## src/hw/fws_regs.vh

```
// Constants for the flash write-status polling controller
`ifndef FWS_REGS_VH
`define FWS_REGS_VH
// Status bit positions on the flash data bus
`define FWS_BIT_POLL      3'h7
`define FWS_BIT_TOGGLE    3'h6
`define FWS_BIT_FAIL      3'h5
`define FWS_BIT_WINDOW    3'h3
`define FWS_BIT_STOGGLE   3'h2
// Reset command byte and command address
`define FWS_CMD_RESET     8'hF0
`define FWS_ADDR_ANY      20'h00000
// Bus timing: strobe width in ns, and cycles counted after the first (the strobe lasts one more), at 50 ns period
`define FWS_CLK_NS        50
`define FWS_STROBE_NS     100
`define FWS_STROBE_CYC    ((`FWS_STROBE_NS + `FWS_CLK_NS - 1) / `FWS_CLK_NS)
// Result codes
`define FWS_RES_OK        2'h0
`define FWS_RES_FAIL      2'h1
`define FWS_RES_WINDOW    2'h2
`endif

```

## src/hw/fws_ctrl.v

```verilog
// Host-side controller that polls a parallel flash for write-operation status
`timescale 1ns/100ps
`include "fws_regs.vh"
module fws_ctrl #(
   parameter AW = 20,
   parameter DW = 8
) (
   // Clock and reset
   input  wire          i_clk,
   input  wire          i_reset_n,
   // User request: start a status check at an address
   input  wire          i_start,
   input  wire [AW-1:0] i_addr,
   input  wire          i_window_chk,
   input  wire          i_abandon,
   // User answer
   output reg           o_busy,
   output reg           o_done,
   output reg  [1:0]    o_result,
   output reg           o_window,
   output reg  [DW-1:0] o_data,
   output reg           o_dev_ready,
   // Flash pins
   output reg  [AW-1:0] o_fl_addr,
   input  wire [DW-1:0] i_fl_dq,
   output reg  [DW-1:0] o_fl_dq,
   output reg           o_fl_dq_oe_n,
   output reg           o_fl_ce_n,
   output reg           o_fl_oe_n,
   output reg           o_fl_we_n,
   input  wire          i_fl_ready_busy_n
);
   localparam [8:0] S_IDLE  = 9'h001;
   localparam [8:0] S_RD1   = 9'h002;
   localparam [8:0] S_RD2   = 9'h004;
   localparam [8:0] S_RD3   = 9'h008;
   localparam [8:0] S_RD4   = 9'h010;
   localparam [8:0] S_WR    = 9'h020;
   localparam [8:0] S_GAP   = 9'h040;
   localparam [8:0] S_FINAL = 9'h080;
   localparam [8:0] S_DONE  = 9'h100;
   localparam integer STROBE_N = `FWS_STROBE_CYC;
   localparam [3:0] STROBE  = STROBE_N[3:0];

   reg  [8:0]    state_q;
   reg  [8:0]    ret_q;
   reg  [3:0]    cnt_q;
   reg           strobe_q;
   reg  [DW-1:0] first_q;
   reg           fail_seen_q;
   wire          rb_s;

   // Ready pin comes from the device, so it is synchronised
   fws_sync #(.W(1)) u_rb (
      .i_clk     (i_clk),
      .i_reset_n (i_reset_n),
      .i_async   (i_fl_ready_busy_n),
      .o_sync    (rb_s)
   );

   wire strobe_end = strobe_q && (cnt_q == STROBE);
   // Sample data late in the strobe; the pins are stable by then
   wire [DW-1:0] dq = i_fl_dq;
   wire toggled = first_q[`FWS_BIT_TOGGLE] != dq[`FWS_BIT_TOGGLE];

   always @(posedge i_clk) begin
      if (!i_reset_n) begin
         state_q      <= S_IDLE;
         ret_q        <= S_IDLE;
         cnt_q        <= 4'h0;
         strobe_q     <= 1'b0;
         first_q      <= {DW{1'b0}};
         fail_seen_q  <= 1'b0;
         o_busy       <= 1'b0;
         o_done       <= 1'b0;
         o_result     <= `FWS_RES_OK;
         o_window     <= 1'b0;
         o_data       <= {DW{1'b0}};
         o_dev_ready  <= 1'b0;
         o_fl_addr    <= {AW{1'b0}};
         o_fl_dq      <= {DW{1'b0}};
         o_fl_dq_oe_n <= 1'b1;
         o_fl_ce_n    <= 1'b1;
         o_fl_oe_n    <= 1'b1;
         o_fl_we_n    <= 1'b1;
      end else begin
         o_done      <= 1'b0;
         o_dev_ready <= rb_s;
         if (strobe_q) begin
            cnt_q <= cnt_q + 4'h1;
         end
         if (strobe_end) begin
            // Raising the strobe ends each cycle so the device counts it once
            strobe_q  <= 1'b0;
            o_fl_ce_n <= 1'b1;
            o_fl_oe_n <= 1'b1;
            o_fl_we_n <= 1'b1;
         end
         case (state_q)
            S_IDLE: begin
               o_fl_dq_oe_n <= 1'b1;
               if (i_start) begin
                  o_busy      <= 1'b1;
                  o_fl_addr   <= i_addr;
                  fail_seen_q <= 1'b0;
                  state_q     <= S_RD1;
                  cnt_q       <= 4'h0;
                  strobe_q    <= 1'b1;
                  o_fl_ce_n   <= 1'b0;
                  o_fl_oe_n   <= 1'b0;
               end
            end
            S_RD1, S_RD2, S_RD3, S_RD4: begin
               if (i_abandon) begin
                  // Leaving mid-check forfeits history; next start rereads twice
                  strobe_q  <= 1'b0;
                  o_fl_ce_n <= 1'b1;
                  o_fl_oe_n <= 1'b1;
                  o_busy    <= 1'b0;
                  state_q   <= S_IDLE;
               end else if (strobe_end) begin
                  ret_q   <= state_q;
                  state_q <= S_GAP;
                  if (state_q == S_RD1 || state_q == S_RD3) begin
                     first_q <= dq;
                  end else if (state_q == S_RD2 && !toggled) begin
                     ret_q    <= S_FINAL;
                     o_window <= dq[`FWS_BIT_WINDOW];
                  end else if (state_q == S_RD2 && dq[`FWS_BIT_FAIL]) begin
                     fail_seen_q <= 1'b1;
                     ret_q       <= S_RD2;
                  end else if (state_q == S_RD2) begin
                     // Still running and no failure: compare each read with the one before
                     first_q  <= dq;
                     o_window <= dq[`FWS_BIT_WINDOW];
                     ret_q    <= (i_window_chk && dq[`FWS_BIT_WINDOW]) ? S_DONE : S_RD4;
                     if (i_window_chk && dq[`FWS_BIT_WINDOW]) begin
                        // Added sector command may have come too late
                        o_result <= `FWS_RES_WINDOW;
                     end
                  end else if (state_q == S_RD4) begin
                     first_q <= dq;
                     ret_q   <= S_RD1;
                  end
                  if (state_q == S_RD4 && fail_seen_q && toggled) begin
                     ret_q <= S_WR;
                  end else if (state_q == S_RD4 && fail_seen_q) begin
                     ret_q <= S_FINAL;
                  end
               end
            end
            S_WR: begin
               // Reset command after a timeout failure
               if (!strobe_q) begin
                  o_fl_addr    <= `FWS_ADDR_ANY;
                  o_fl_dq      <= `FWS_CMD_RESET;
                  o_fl_dq_oe_n <= 1'b0;
                  o_fl_ce_n    <= 1'b0;
                  o_fl_we_n    <= 1'b0;
                  strobe_q     <= 1'b1;
                  cnt_q        <= 4'h0;
               end else if (strobe_end) begin
                  o_result <= `FWS_RES_FAIL;
                  ret_q    <= S_DONE;
                  state_q  <= S_GAP;
               end
            end
            S_GAP: begin
               o_fl_dq_oe_n <= 1'b1;
               if (ret_q == S_DONE || ret_q == S_WR) begin
                  state_q <= ret_q;
               end else if (ret_q == S_FINAL) begin
                  state_q <= S_FINAL;
                  strobe_q  <= 1'b1;
                  cnt_q     <= 4'h0;
                  o_fl_ce_n <= 1'b0;
                  o_fl_oe_n <= 1'b0;
               end else begin
                  // Gap over: next read; a fail bit starts a fresh recheck pair
                  state_q   <= (ret_q == S_RD1) ? S_RD2 :
                               (ret_q == S_RD2) ? S_RD3 :
                               (ret_q == S_RD3) ? S_RD4 :
                               (ret_q == S_RD4) ? S_RD2 : S_RD1;
                  strobe_q  <= 1'b1;
                  cnt_q     <= 4'h0;
                  o_fl_ce_n <= 1'b0;
                  o_fl_oe_n <= 1'b0;
               end
            end
            S_FINAL: begin
               // One more read returns array data after completion
               if (strobe_end) begin
                  o_data   <= dq;
                  o_result <= (i_window_chk && o_window) ? `FWS_RES_WINDOW : `FWS_RES_OK;
                  state_q  <= S_DONE;
               end
            end
            S_DONE: begin
               o_busy  <= 1'b0;
               o_done  <= 1'b1;
               state_q <= S_IDLE;
            end
            default: begin
               state_q <= S_IDLE;
            end
         endcase
      end
   end
endmodule // fws_ctrl

```

## src/hw/fws_sync.v

```verilog
// Three-stage input synchroniser with agreement filter
`timescale 1ns/100ps
module fws_sync #(
   parameter W = 1
) (
   // Clock and reset
   input  wire         i_clk,
   input  wire         i_reset_n,
   // Raw and filtered level
   input  wire [W-1:0] i_async,
   output reg  [W-1:0] o_sync
);
   reg [W-1:0] s1_q;
   reg [W-1:0] s2_q;
   reg [W-1:0] s3_q;

   // Output moves only once stages two and three agree
   always @(posedge i_clk) begin
      if (!i_reset_n) begin
         s1_q   <= {W{1'b0}};
         s2_q   <= {W{1'b0}};
         s3_q   <= {W{1'b0}};
         o_sync <= {W{1'b0}};
      end else begin
         s1_q <= i_async;
         s2_q <= s1_q;
         s3_q <= s2_q;
         if (s2_q == s3_q) begin
            o_sync <= s3_q;
         end
      end
   end
endmodule // fws_sync

```

## config.mk

```make
export PLATFORM = sky130hd
export DESIGN_NAME = fws_ctrl
export DESIGN_NICKNAME = d
export VERILOG_FILES = /design/src/hw/fws_ctrl.v /design/src/hw/fws_sync.v
export VERILOG_INCLUDE_DIRS = /design/src /design/src/hw
export SDC_FILE = /design/constraint.sdc
export NUM_CORES = 1
export LEC_CHECK = 0
export BUFFER_PORTS_ARGS = -buffer_cell sky130_fd_sc_hd__buf_2
export CORE_MARGIN = 2
export CORE_UTILIZATION = 37
export DETAILED_ROUTE_END_ITERATION = 10
export HOLD_SLACK_MARGIN = 0.05
export PLACE_DENSITY = 0.65
export SYNTH_ARGS = -nofsm -noshare
export SYNTH_HDL_FRONTEND = slang
export SYNTH_SLANG_ARGS = --single-unit
```

## constraint.sdc

```tcl
create_clock -name i_clk -period 2.2 [get_ports i_clk]
set_clock_uncertainty 0.1 [all_clocks]
set_input_delay 0.11 -clock i_clk [delete_from_list [all_inputs] [get_ports i_clk]]
set_output_delay 0.11 -clock i_clk [all_outputs]
set_load 0.01 [all_outputs]
```

==> metrics.md, run 1 <==
| Metric | Value |
|---|---|
| IR Drop Worst-Case VDD | 0.417 mV |
| Number of non-filler instances in the completed layout | 639 |
| Maximum clock insertion buffer count | 2 |
| First-pass GRT wire length | 15,600 um |
| Largest fanout of any net on the critical path | 9 |
| Routed len/inst | 14.7 um |
| CTS Root Buffer Type | sky130_fd_sc_hd__clkbuf_8 |
| I/O pin total | 80 |
| Crit path setup slack, layout | 24.8 ps |
| Total Die Area | 9560 um2 |
| Tightest hold margin | 189 ps |
| H-Tree Depth | 3 |
| PnR Total Power | 3.30 mW |
| Total number of vias | 3,385 |
| Antenna violations before repair | 0 |
| Die Height | 97.8 um |
| Clock latency of the later-clocked register in the worst-skew pair | 340 ps |
| Count of input and output buffers | 75 |
| Clock tree from TritonCTS | yes |
| Number of placed cells counting well taps | 585 |
| Data required time of the critical path | 2370 ps |
| Worst slew slack as a fraction of its limit | 63.4% |
| Final estimated routing congestion in global placement | 0.920 |
| DP Wirelength | 6450 um |
| # fillers | 812 |
| Sequential cell area in the final layout | 1360 um2 |
| Cell type with the largest total area after synthesis | sky130_fd_sc_hd__dfxtp_1 |
| Most used flip-flop cell after synthesis | sky130_fd_sc_hd__dfxtp_1 |
| Portion of the post-synthesis area used by sequential elements | 41.9% |
| Count of flip-flops with a built-in enable after synthesis | 0 |
| Final-report setup violation count | 0 |
| Async S/R FF share, synth | 0% |
| Count of mapped cells out of synthesis | 390 |
| Row cnt | 34 |
| Area of the core region | 8640 um2 |
| Overall track demand over capacity in global routing | 20.0% |
| Max cap viols | 0 |
| Total leakage power | 1.98 nW |
| Worst slack at placement | -87.4 ps |
| Met1 usage in global routing | 26.7% |
| Via count of the first global-routing pass | 3,259 |
| Crit. End Element | flop |
| Share of the cycle needed by the critical path after routing | 98.9% |
| Layer carrying the most global-route usage | met2 |
| Antenna-violating nets left | 0 |
| Num CTS Buffers | 9 |
| Synth top area cells | sky130_fd_sc_hd__dfxtp_1 (42%), sky130_fd_sc_hd__a21oi_1 (5.2%), sky130_fd_sc_hd__nor2_1 (5.0%), sky130_fd_sc_hd__nand2_1 (4.3%), sky130_fd_sc_hd__nand3_1 (4.0%) |
| DRT Pass-1 Iters | 5 |
| Initial DRC Count | 224 |
| Initial core utilization | 37.7% |
| Min cycle time layout | 2180 ps |
| Fraction of layout instances using a drive strength above 1 | 30.3% |
| Overall overflow remaining after global route | 0 |
| Mean area per synthesized cell | 8.34 um2 |
| Clock Sink Count | 68 |
| Min-Delay Path Class | primary input to flop |
| Library cells used by synthesis | 66 |
| Synth Warn # | 0 |
| Reg-to-reg setup timing slack | 20 ps |
| Layout-stage area growth over the synthesis result | 41.1% |
| Setup TNS | 0 ps |
| Global Route met2 Usage | 32.6% |
| Crit Path Category | flop to flop |
| Drc violations | 0 |
| Via-per-instance ratio | 5.30 |
| Fmax | 460 MHz |
| Max-slew violation count | 0 |
| Die outline width | 97.8 um |
| Power density relative to cell area | 720 nW/um2 |
| Multi-input gate area in the final layout | 1740 um2 |
| RSZ-0062 raised after global routing | yes |
| Area share of the largest cell type after synthesis | 41.9% |
| Routing usage on met3 | 2.93% |
| # diodes | 0 |
| Status | completed |
| Wire length reported by the detailed router | 9370 um |
| Final layout net count | 563 |
| Final Hold Fails | 0 |
| Largest net degree at the start of global routing | 51 |
| Actual slew at the worst max-slew pin | 545 ps |
| Commonest cells in the synthesized netlist | sky130_fd_sc_hd__dfxtp_1 (68), sky130_fd_sc_hd__nor2_1 (43), sky130_fd_sc_hd__nand2_1 (37) |
| Netlist area before placement | 3250 um2 |
| Most frequent cell after synthesis | sky130_fd_sc_hd__dfxtp_1 |
| Arrival time of data at the critical path endpoint | 2340 ps |
| Kind of start point of the critical path | flop |
| Flip-flop and latch count after synthesis | 68 |
| Worst-path clk slew | 80 ps |
-- final timing paths --
check / from / end / cells after the start
min: i_window_chk / o_result[1]$_SDFFE_PN0P_ / 5
max reg2reg: state_q[8]$_SDFFE_PN0P_ / o_fl_addr[4]$_SDFFE_PN0P_ / 7
max: state_q[8]$_SDFFE_PN0P_ / o_fl_addr[4]$_SDFFE_PN0P_ / 7
min reg2reg: u_rb.s1_q$_SDFF_PN0_ / u_rb.s2_q$_SDFF_PN0_ / 1
-- kinds of logic (layout without fill, tap and decap cells) --
logic type               after synthesis  count (layout)  share of synthesized area [%]
AND/OR/NAND/NOR                      168             168                           27.2
buffers and inverters                 44             182                           6.81
AO/OA/AOI/OAI                         85              85                           16.8
multiplexers                          12              12                           3.69
adder cells (fa/ha/maj)                3               3                           1.15
other                                  1               4                          0.115
XOR/XNOR                               9               9                           2.42
flip-flops                            68              68                           41.9
-- power by group --
part / leakage (nW) / total [mW] / switching [mW] / internal [mW]
registers: 0.553 / 1.35 / 0.0437 / 1.31
logic: 1.32 / 0.757 / 0.418 / 0.340
clock network: 0.112 / 1.20 / 0.493 / 0.702
-- metal layers --
metal,vias to the layer above,share of wire (%)
met5,-,0
met4,0,1.8
met3,16,5.0
met2,123,48
met1,1595,45
li1,1651,-
-- critical path, stage by stage (launching register included) --
cell and delay [ps]:
sky130_fd_sc_hd__dfxtp_2 340, sky130_fd_sc_hd__or4_4 570, sky130_fd_sc_hd__nor4b_4 310, sky130_fd_sc_hd__mux2i_1 170
sky130_fd_sc_hd__a21oi_2 190, sky130_fd_sc_hd__buf_4 190, sky130_fd_sc_hd__nand3_1 80, sky130_fd_sc_hd__a21oi_1 160
-- sequential cells by signal, summed over array words and instances, names as in the netlist, 2 cells and up --
signal,flops
o_data,8
cnt_q,4
o_fl_addr,20
state_q,9
ret_q,9
o_result,2
-- area by class of cell --
cell class | count | share of cell area (%)
flip-flops and latches | 68 | 29.7
inverters | 12 | 0.981
well taps | 108 | 2.94
clock buffers | 11 | 3.30
repair buffers | 154 | 23.3
clock inverters | 5 | 1.83
multi-input cells | 281 | 38.0
-- repair_timing --
item,CTS,global route
resized for setup,2,14
pin swaps,1,4
hold buffers,33,0
hold endpoints to repair,41,0
endpoints found under the setup margin,24,48
buffers inserted,1,4
-- layout by cell type (no fill, tap or decap), types with 3 or more instances in the layout --
cell	instances
sky130_fd_sc_hd__nor3_4	4
sky130_fd_sc_hd__inv_1	11
sky130_fd_sc_hd__nor4_1	3
sky130_fd_sc_hd__buf_4	44
sky130_fd_sc_hd__a22oi_1	4
sky130_fd_sc_hd__clkbuf_8	11
sky130_fd_sc_hd__buf_2	75
sky130_fd_sc_hd__xor2_1	5
sky130_fd_sc_hd__o2bb2ai_1	3
sky130_fd_sc_hd__dlygate4sd3_1	33
sky130_fd_sc_hd__nor2_1	43
sky130_fd_sc_hd__conb_1	4
sky130_fd_sc_hd__nand3_1	26
sky130_fd_sc_hd__dfxtp_1	67
sky130_fd_sc_hd__a21oi_2	5
sky130_fd_sc_hd__nor2b_1	3
sky130_fd_sc_hd__and2_1	8
sky130_fd_sc_hd__o21ai_0	11
sky130_fd_sc_hd__a31oi_1	3
sky130_fd_sc_hd__mux2i_1	12
sky130_fd_sc_hd__a21oi_1	30
sky130_fd_sc_hd__nor3_1	12
sky130_fd_sc_hd__ha_1	3
sky130_fd_sc_hd__a22o_1	3
sky130_fd_sc_hd__nand4_1	6
sky130_fd_sc_hd__or3_1	3
sky130_fd_sc_hd__xnor2_1	4
sky130_fd_sc_hd__nand2_1	35
-- metrics by stage --
step	util [%]	area [um2]
floorplan	-	3260
global placement	45.4	3920
detailed placement	45.4	3920
CTS	52.1	4500
global route	53.1	4590
finish	53.1	4590
No activity file was read; power rests on OpenSTA's default activity.
==> run 2: changes to the inputs <==
--- a/config.mk
+++ b/config.mk
@@ -11,7 +11,7 @@
 export CORE_UTILIZATION = 37
 export DETAILED_ROUTE_END_ITERATION = 10
 export HOLD_SLACK_MARGIN = 0.05
-export PLACE_DENSITY = 0.65
+export PLACE_DENSITY = 0.63
 export SYNTH_ARGS = -nofsm -noshare
 export SYNTH_HDL_FRONTEND = slang
 export SYNTH_SLANG_ARGS = --single-unit
==> constraint.sdc (replaced) <==
create_clock -name i_clk -period 2.7 [get_ports i_clk]
set_clock_uncertainty 0.1 [all_clocks]
set_input_delay 0.135 -clock i_clk [delete_from_list [all_inputs] [get_ports i_clk]]
set_output_delay 0.135 -clock i_clk [all_outputs]
set_load 0.01 [all_outputs]
==> run 2 against run 1 <==
  * Via count down 5.1%
  * Largest power group unchanged
  * Largest cell class unchanged
  * Non-clock buffer count decreased by 34
  * Critical path depth fell by 1
  * Die area did not move
  * Cell count shrank 5.3%
  * Core utilization is 3.8 points lower
  * Flip-flop and latch count unchanged
  * Cell area shrank 7.1%
  * Routed wire length is 5.4% lower
  * Sequential power decreased by 18%
==> metrics.md, run 2 (synthesis results as in run 1) <==
| Metric | Value |
|---|---|
| Row cnt | 34 |
| P_sw | 708 uW |
| Final-report setup violation count | 0 |
| Largest net degree at the start of global routing | 51 |
| # diodes | 0 |
| Clock latency of the later-clocked register in the worst-skew pair | 340 ps |
| Sw Ratio | 26.8% |
| Maximum clock insertion buffer count | 2 |
| Arrival time of data at the critical path endpoint | 2450 ps |
| Data required time of the critical path | 2800 ps |
| Top library cells by usage in the layout, fill and taps aside | sky130_fd_sc_hd__buf_2 (75), sky130_fd_sc_hd__dfxtp_1 (68), sky130_fd_sc_hd__nor2_1 (43) |
| Overall track demand over capacity in global routing | 18.9% |
| DRT Pass-1 Iters | 4 |
| Largest fanout of any net on the critical path | 20 |
| Kind of start point of the critical path | flop |
| Via count of the first global-routing pass | 2,974 |
| Final layout net count | 529 |
| Clock tree from TritonCTS | yes |
| Die outline width | 97.8 um |
| Critical path, cell by cell | or4_4 > nor4b_4 > mux2i_1 > a21o_1 > nand2_1 > a21oi_1 |
| CTS Root Buffer Type | sky130_fd_sc_hd__clkbuf_8 |
| Initial DRC Count | 254 |
| Top reg by flops | o_fl_addr |
| DP Wirelength | 6040 um |
| Die Height | 97.8 um |
| Fraction of layout instances using a drive strength above 1 | 23.3% |
| Layer carrying the most global-route usage | met2 |
| Count of input and output buffers | 75 |
| Setup crit start | state_q[0]$_SDFFE_PN1P_ |
| Setup TNS | 0 ps |
| Reg-to-reg setup timing slack | 350 ps |
| Fmax | 426 MHz |
| Clock share of power | 39.3% |
| Total Die Area | 9560 um2 |
| Overall overflow remaining after global route | 0 |
| Area of the core region | 8640 um2 |
| Internal power consumption | 1.93 mW |
| Hold Startpoint | i_abandon |
| Power density relative to cell area | 620 nW/um2 |
| Relative contribution of combinational cells to total power | 18.6% |
| Antenna-violating nets left | 0 |
| Total leakage power | 1.81 nW |
| Top flop regs | o_fl_addr x20, ret_q x9, state_q x9 |
| Library cell contributing the largest single delay on the critical path | sky130_fd_sc_hd__or4_4 |
| Top Family by Delay on Critical Path | simple AND/OR/NAND/NOR gates |
| Routing usage on met3 | 3.72% |
| Total number of vias | 3,212 |
| Initial core utilization | 37.7% |
| Routed len/inst | 14.6 um |
| Crit Path Category | flop to flop |
| Worst slew slack as a fraction of its limit | 57.3% |
| Max cap viols | 0 |
| # fillers | 805 |
| First-pass GRT wire length | 14,700 um |
| Crit. End Element | flop |
| R2R depth | 6 |
| Status | completed |
| Critical register-to-register path startpoint | state_q[0]$_SDFFE_PN1P_ |
| FF-to-FF End | o_fl_addr[13]$_SDFFE_PN0P_ |
| Actual slew at the worst max-slew pin | 640 ps |
| I/O pin total | 80 |
| Clock Sink Count | 68 |
| Leading cell type in the layout, fill and taps excluded | sky130_fd_sc_hd__buf_2 |
| Antenna violations before repair | 0 |
| RSZ-0062 raised after global routing | no |
| Min-Delay Path Class | primary input to flop |
| Crit path capture | o_fl_addr[13]$_SDFFE_PN0P_ |
| Min cycle time layout | 2350 ps |
| Wire length reported by the detailed router | 8860 um |
| Worst-path clk slew | 70 ps |
| Layout-stage area growth over the synthesis result | 31.1% |
| Largest register FFs | 20 |
| Global Route met2 Usage | 30.3% |
| Critical path buffer and inverter count | 0 |
| Share of the cycle needed by the critical path after routing | 87.0% |
| Maximum single-stage delay on the critical path | 590 ps |
| Met1 usage in global routing | 25.3% |
| Path length in cells of the critical path | 6 |
| Drc violations | 0 |
| H-Tree Depth | 3 |
| Sequential cell area in the final layout | 1360 um2 |
| Post-CTS Repair Setup Buffers | 0 |
| Final Hold Fails | 0 |
| Core utilization of the finished layout | 49.4% |
| IR Drop Worst-Case VDD | 0.352 mV |
| Final estimated routing congestion in global placement | 0.935 |
| Multi-input gate area in the final layout | 1680 um2 |
| Max-slew violation count | 0 |
| Num CTS Buffers | 9 |
| Sequential power share | 42.1% |
| Via-per-instance ratio | 5.31 |
-- run 2: changes by cell type in the layout (fill, tap and decap cells not counted), moves of 2 or more --
cell and delta:
sky130_fd_sc_hd__a21oi_1 +4, sky130_fd_sc_hd__a21oi_2 -4, sky130_fd_sc_hd__dlygate4sd3_1 -2, sky130_fd_sc_hd__clkinvlp_4 -2, sky130_fd_sc_hd__buf_4 -30, sky130_fd_sc_hd__nand2_1 +2, sky130_fd_sc_hd__nor3_4 -2, sky130_fd_sc_hd__nand2_2 -2
-- run 2: area by class of cell --
class | count | share of cell area, %
Clock inverter | 4 | 2.23
Timing Repair Buffer | 120 | 18.6
Inverter | 12 | 1.06
Multi-Input combinational cell | 281 | 39.4
Clock buffer | 12 | 3.64
Tap cell | 108 | 3.17
Sequential cell | 68 | 31.9
-- run 2: repair_timing --
item / 4_1_cts / 5_1_grt
endpoints found under the hold margin: 35 / 0
hold buffers: 31 / 0
gates resized for setup: 0 / 0
-- run 2: worst min-delay path by stage --
stage,to,slack [ps],depth (start not counted)
2_1_floorplan,fail_seen_q$_SDFFE_PN0P_,130,1
3_3_place_gp,u_rb.s1_q$_SDFF_PN0_,250,2
3_5_place_dp,u_rb.s1_q$_SDFF_PN0_,250,2
4_1_cts,o_fl_oe_n$_SDFF_PN1_,80,3
5_1_grt,o_fl_ce_n$_SDFF_PN1_,110,3
6_report,o_fl_oe_n$_SDFF_PN1_,80,3
-- run 2: stage by stage --
stage	hold WS (ps)	setup WS (ps)	power (mW)	cells	cell area (um2)
2_1_floorplan	132	596	1.46	393	3260
3_3_place_gp	250	382	1.58	558	3700
3_5_place_dp	252	362	1.59	558	3700
4_1_cts	75.1	360	2.66	605	4260
5_1_grt	108	68.5	2.78	605	4260
6_report	81.1	351	2.64	605	4260
-- run 2: metal layers --
metal,part of all wire (%),up-vias
met5,0,-
met4,1.5,0
met3,6.1,13
met2,48,109
met1,45,1510
li1,-,1580
-- run 2: power by group through the flow --
stage	clock (mW)	combinational, mW	sequential, mW
floorplan	0	0.318	1.14
global route	1.11	0.549	1.12
global placement	0	0.448	1.13
finish	1.04	0.492	1.11
CTS	1.06	0.487	1.11
detailed placement	0	0.452	1.13
-- run 2: worst min-delay path, stage by stage --
cell and delay, ps:
sky130_fd_sc_hd__buf_2 150, sky130_fd_sc_hd__a21oi_1 120, sky130_fd_sc_hd__o21ai_1 80
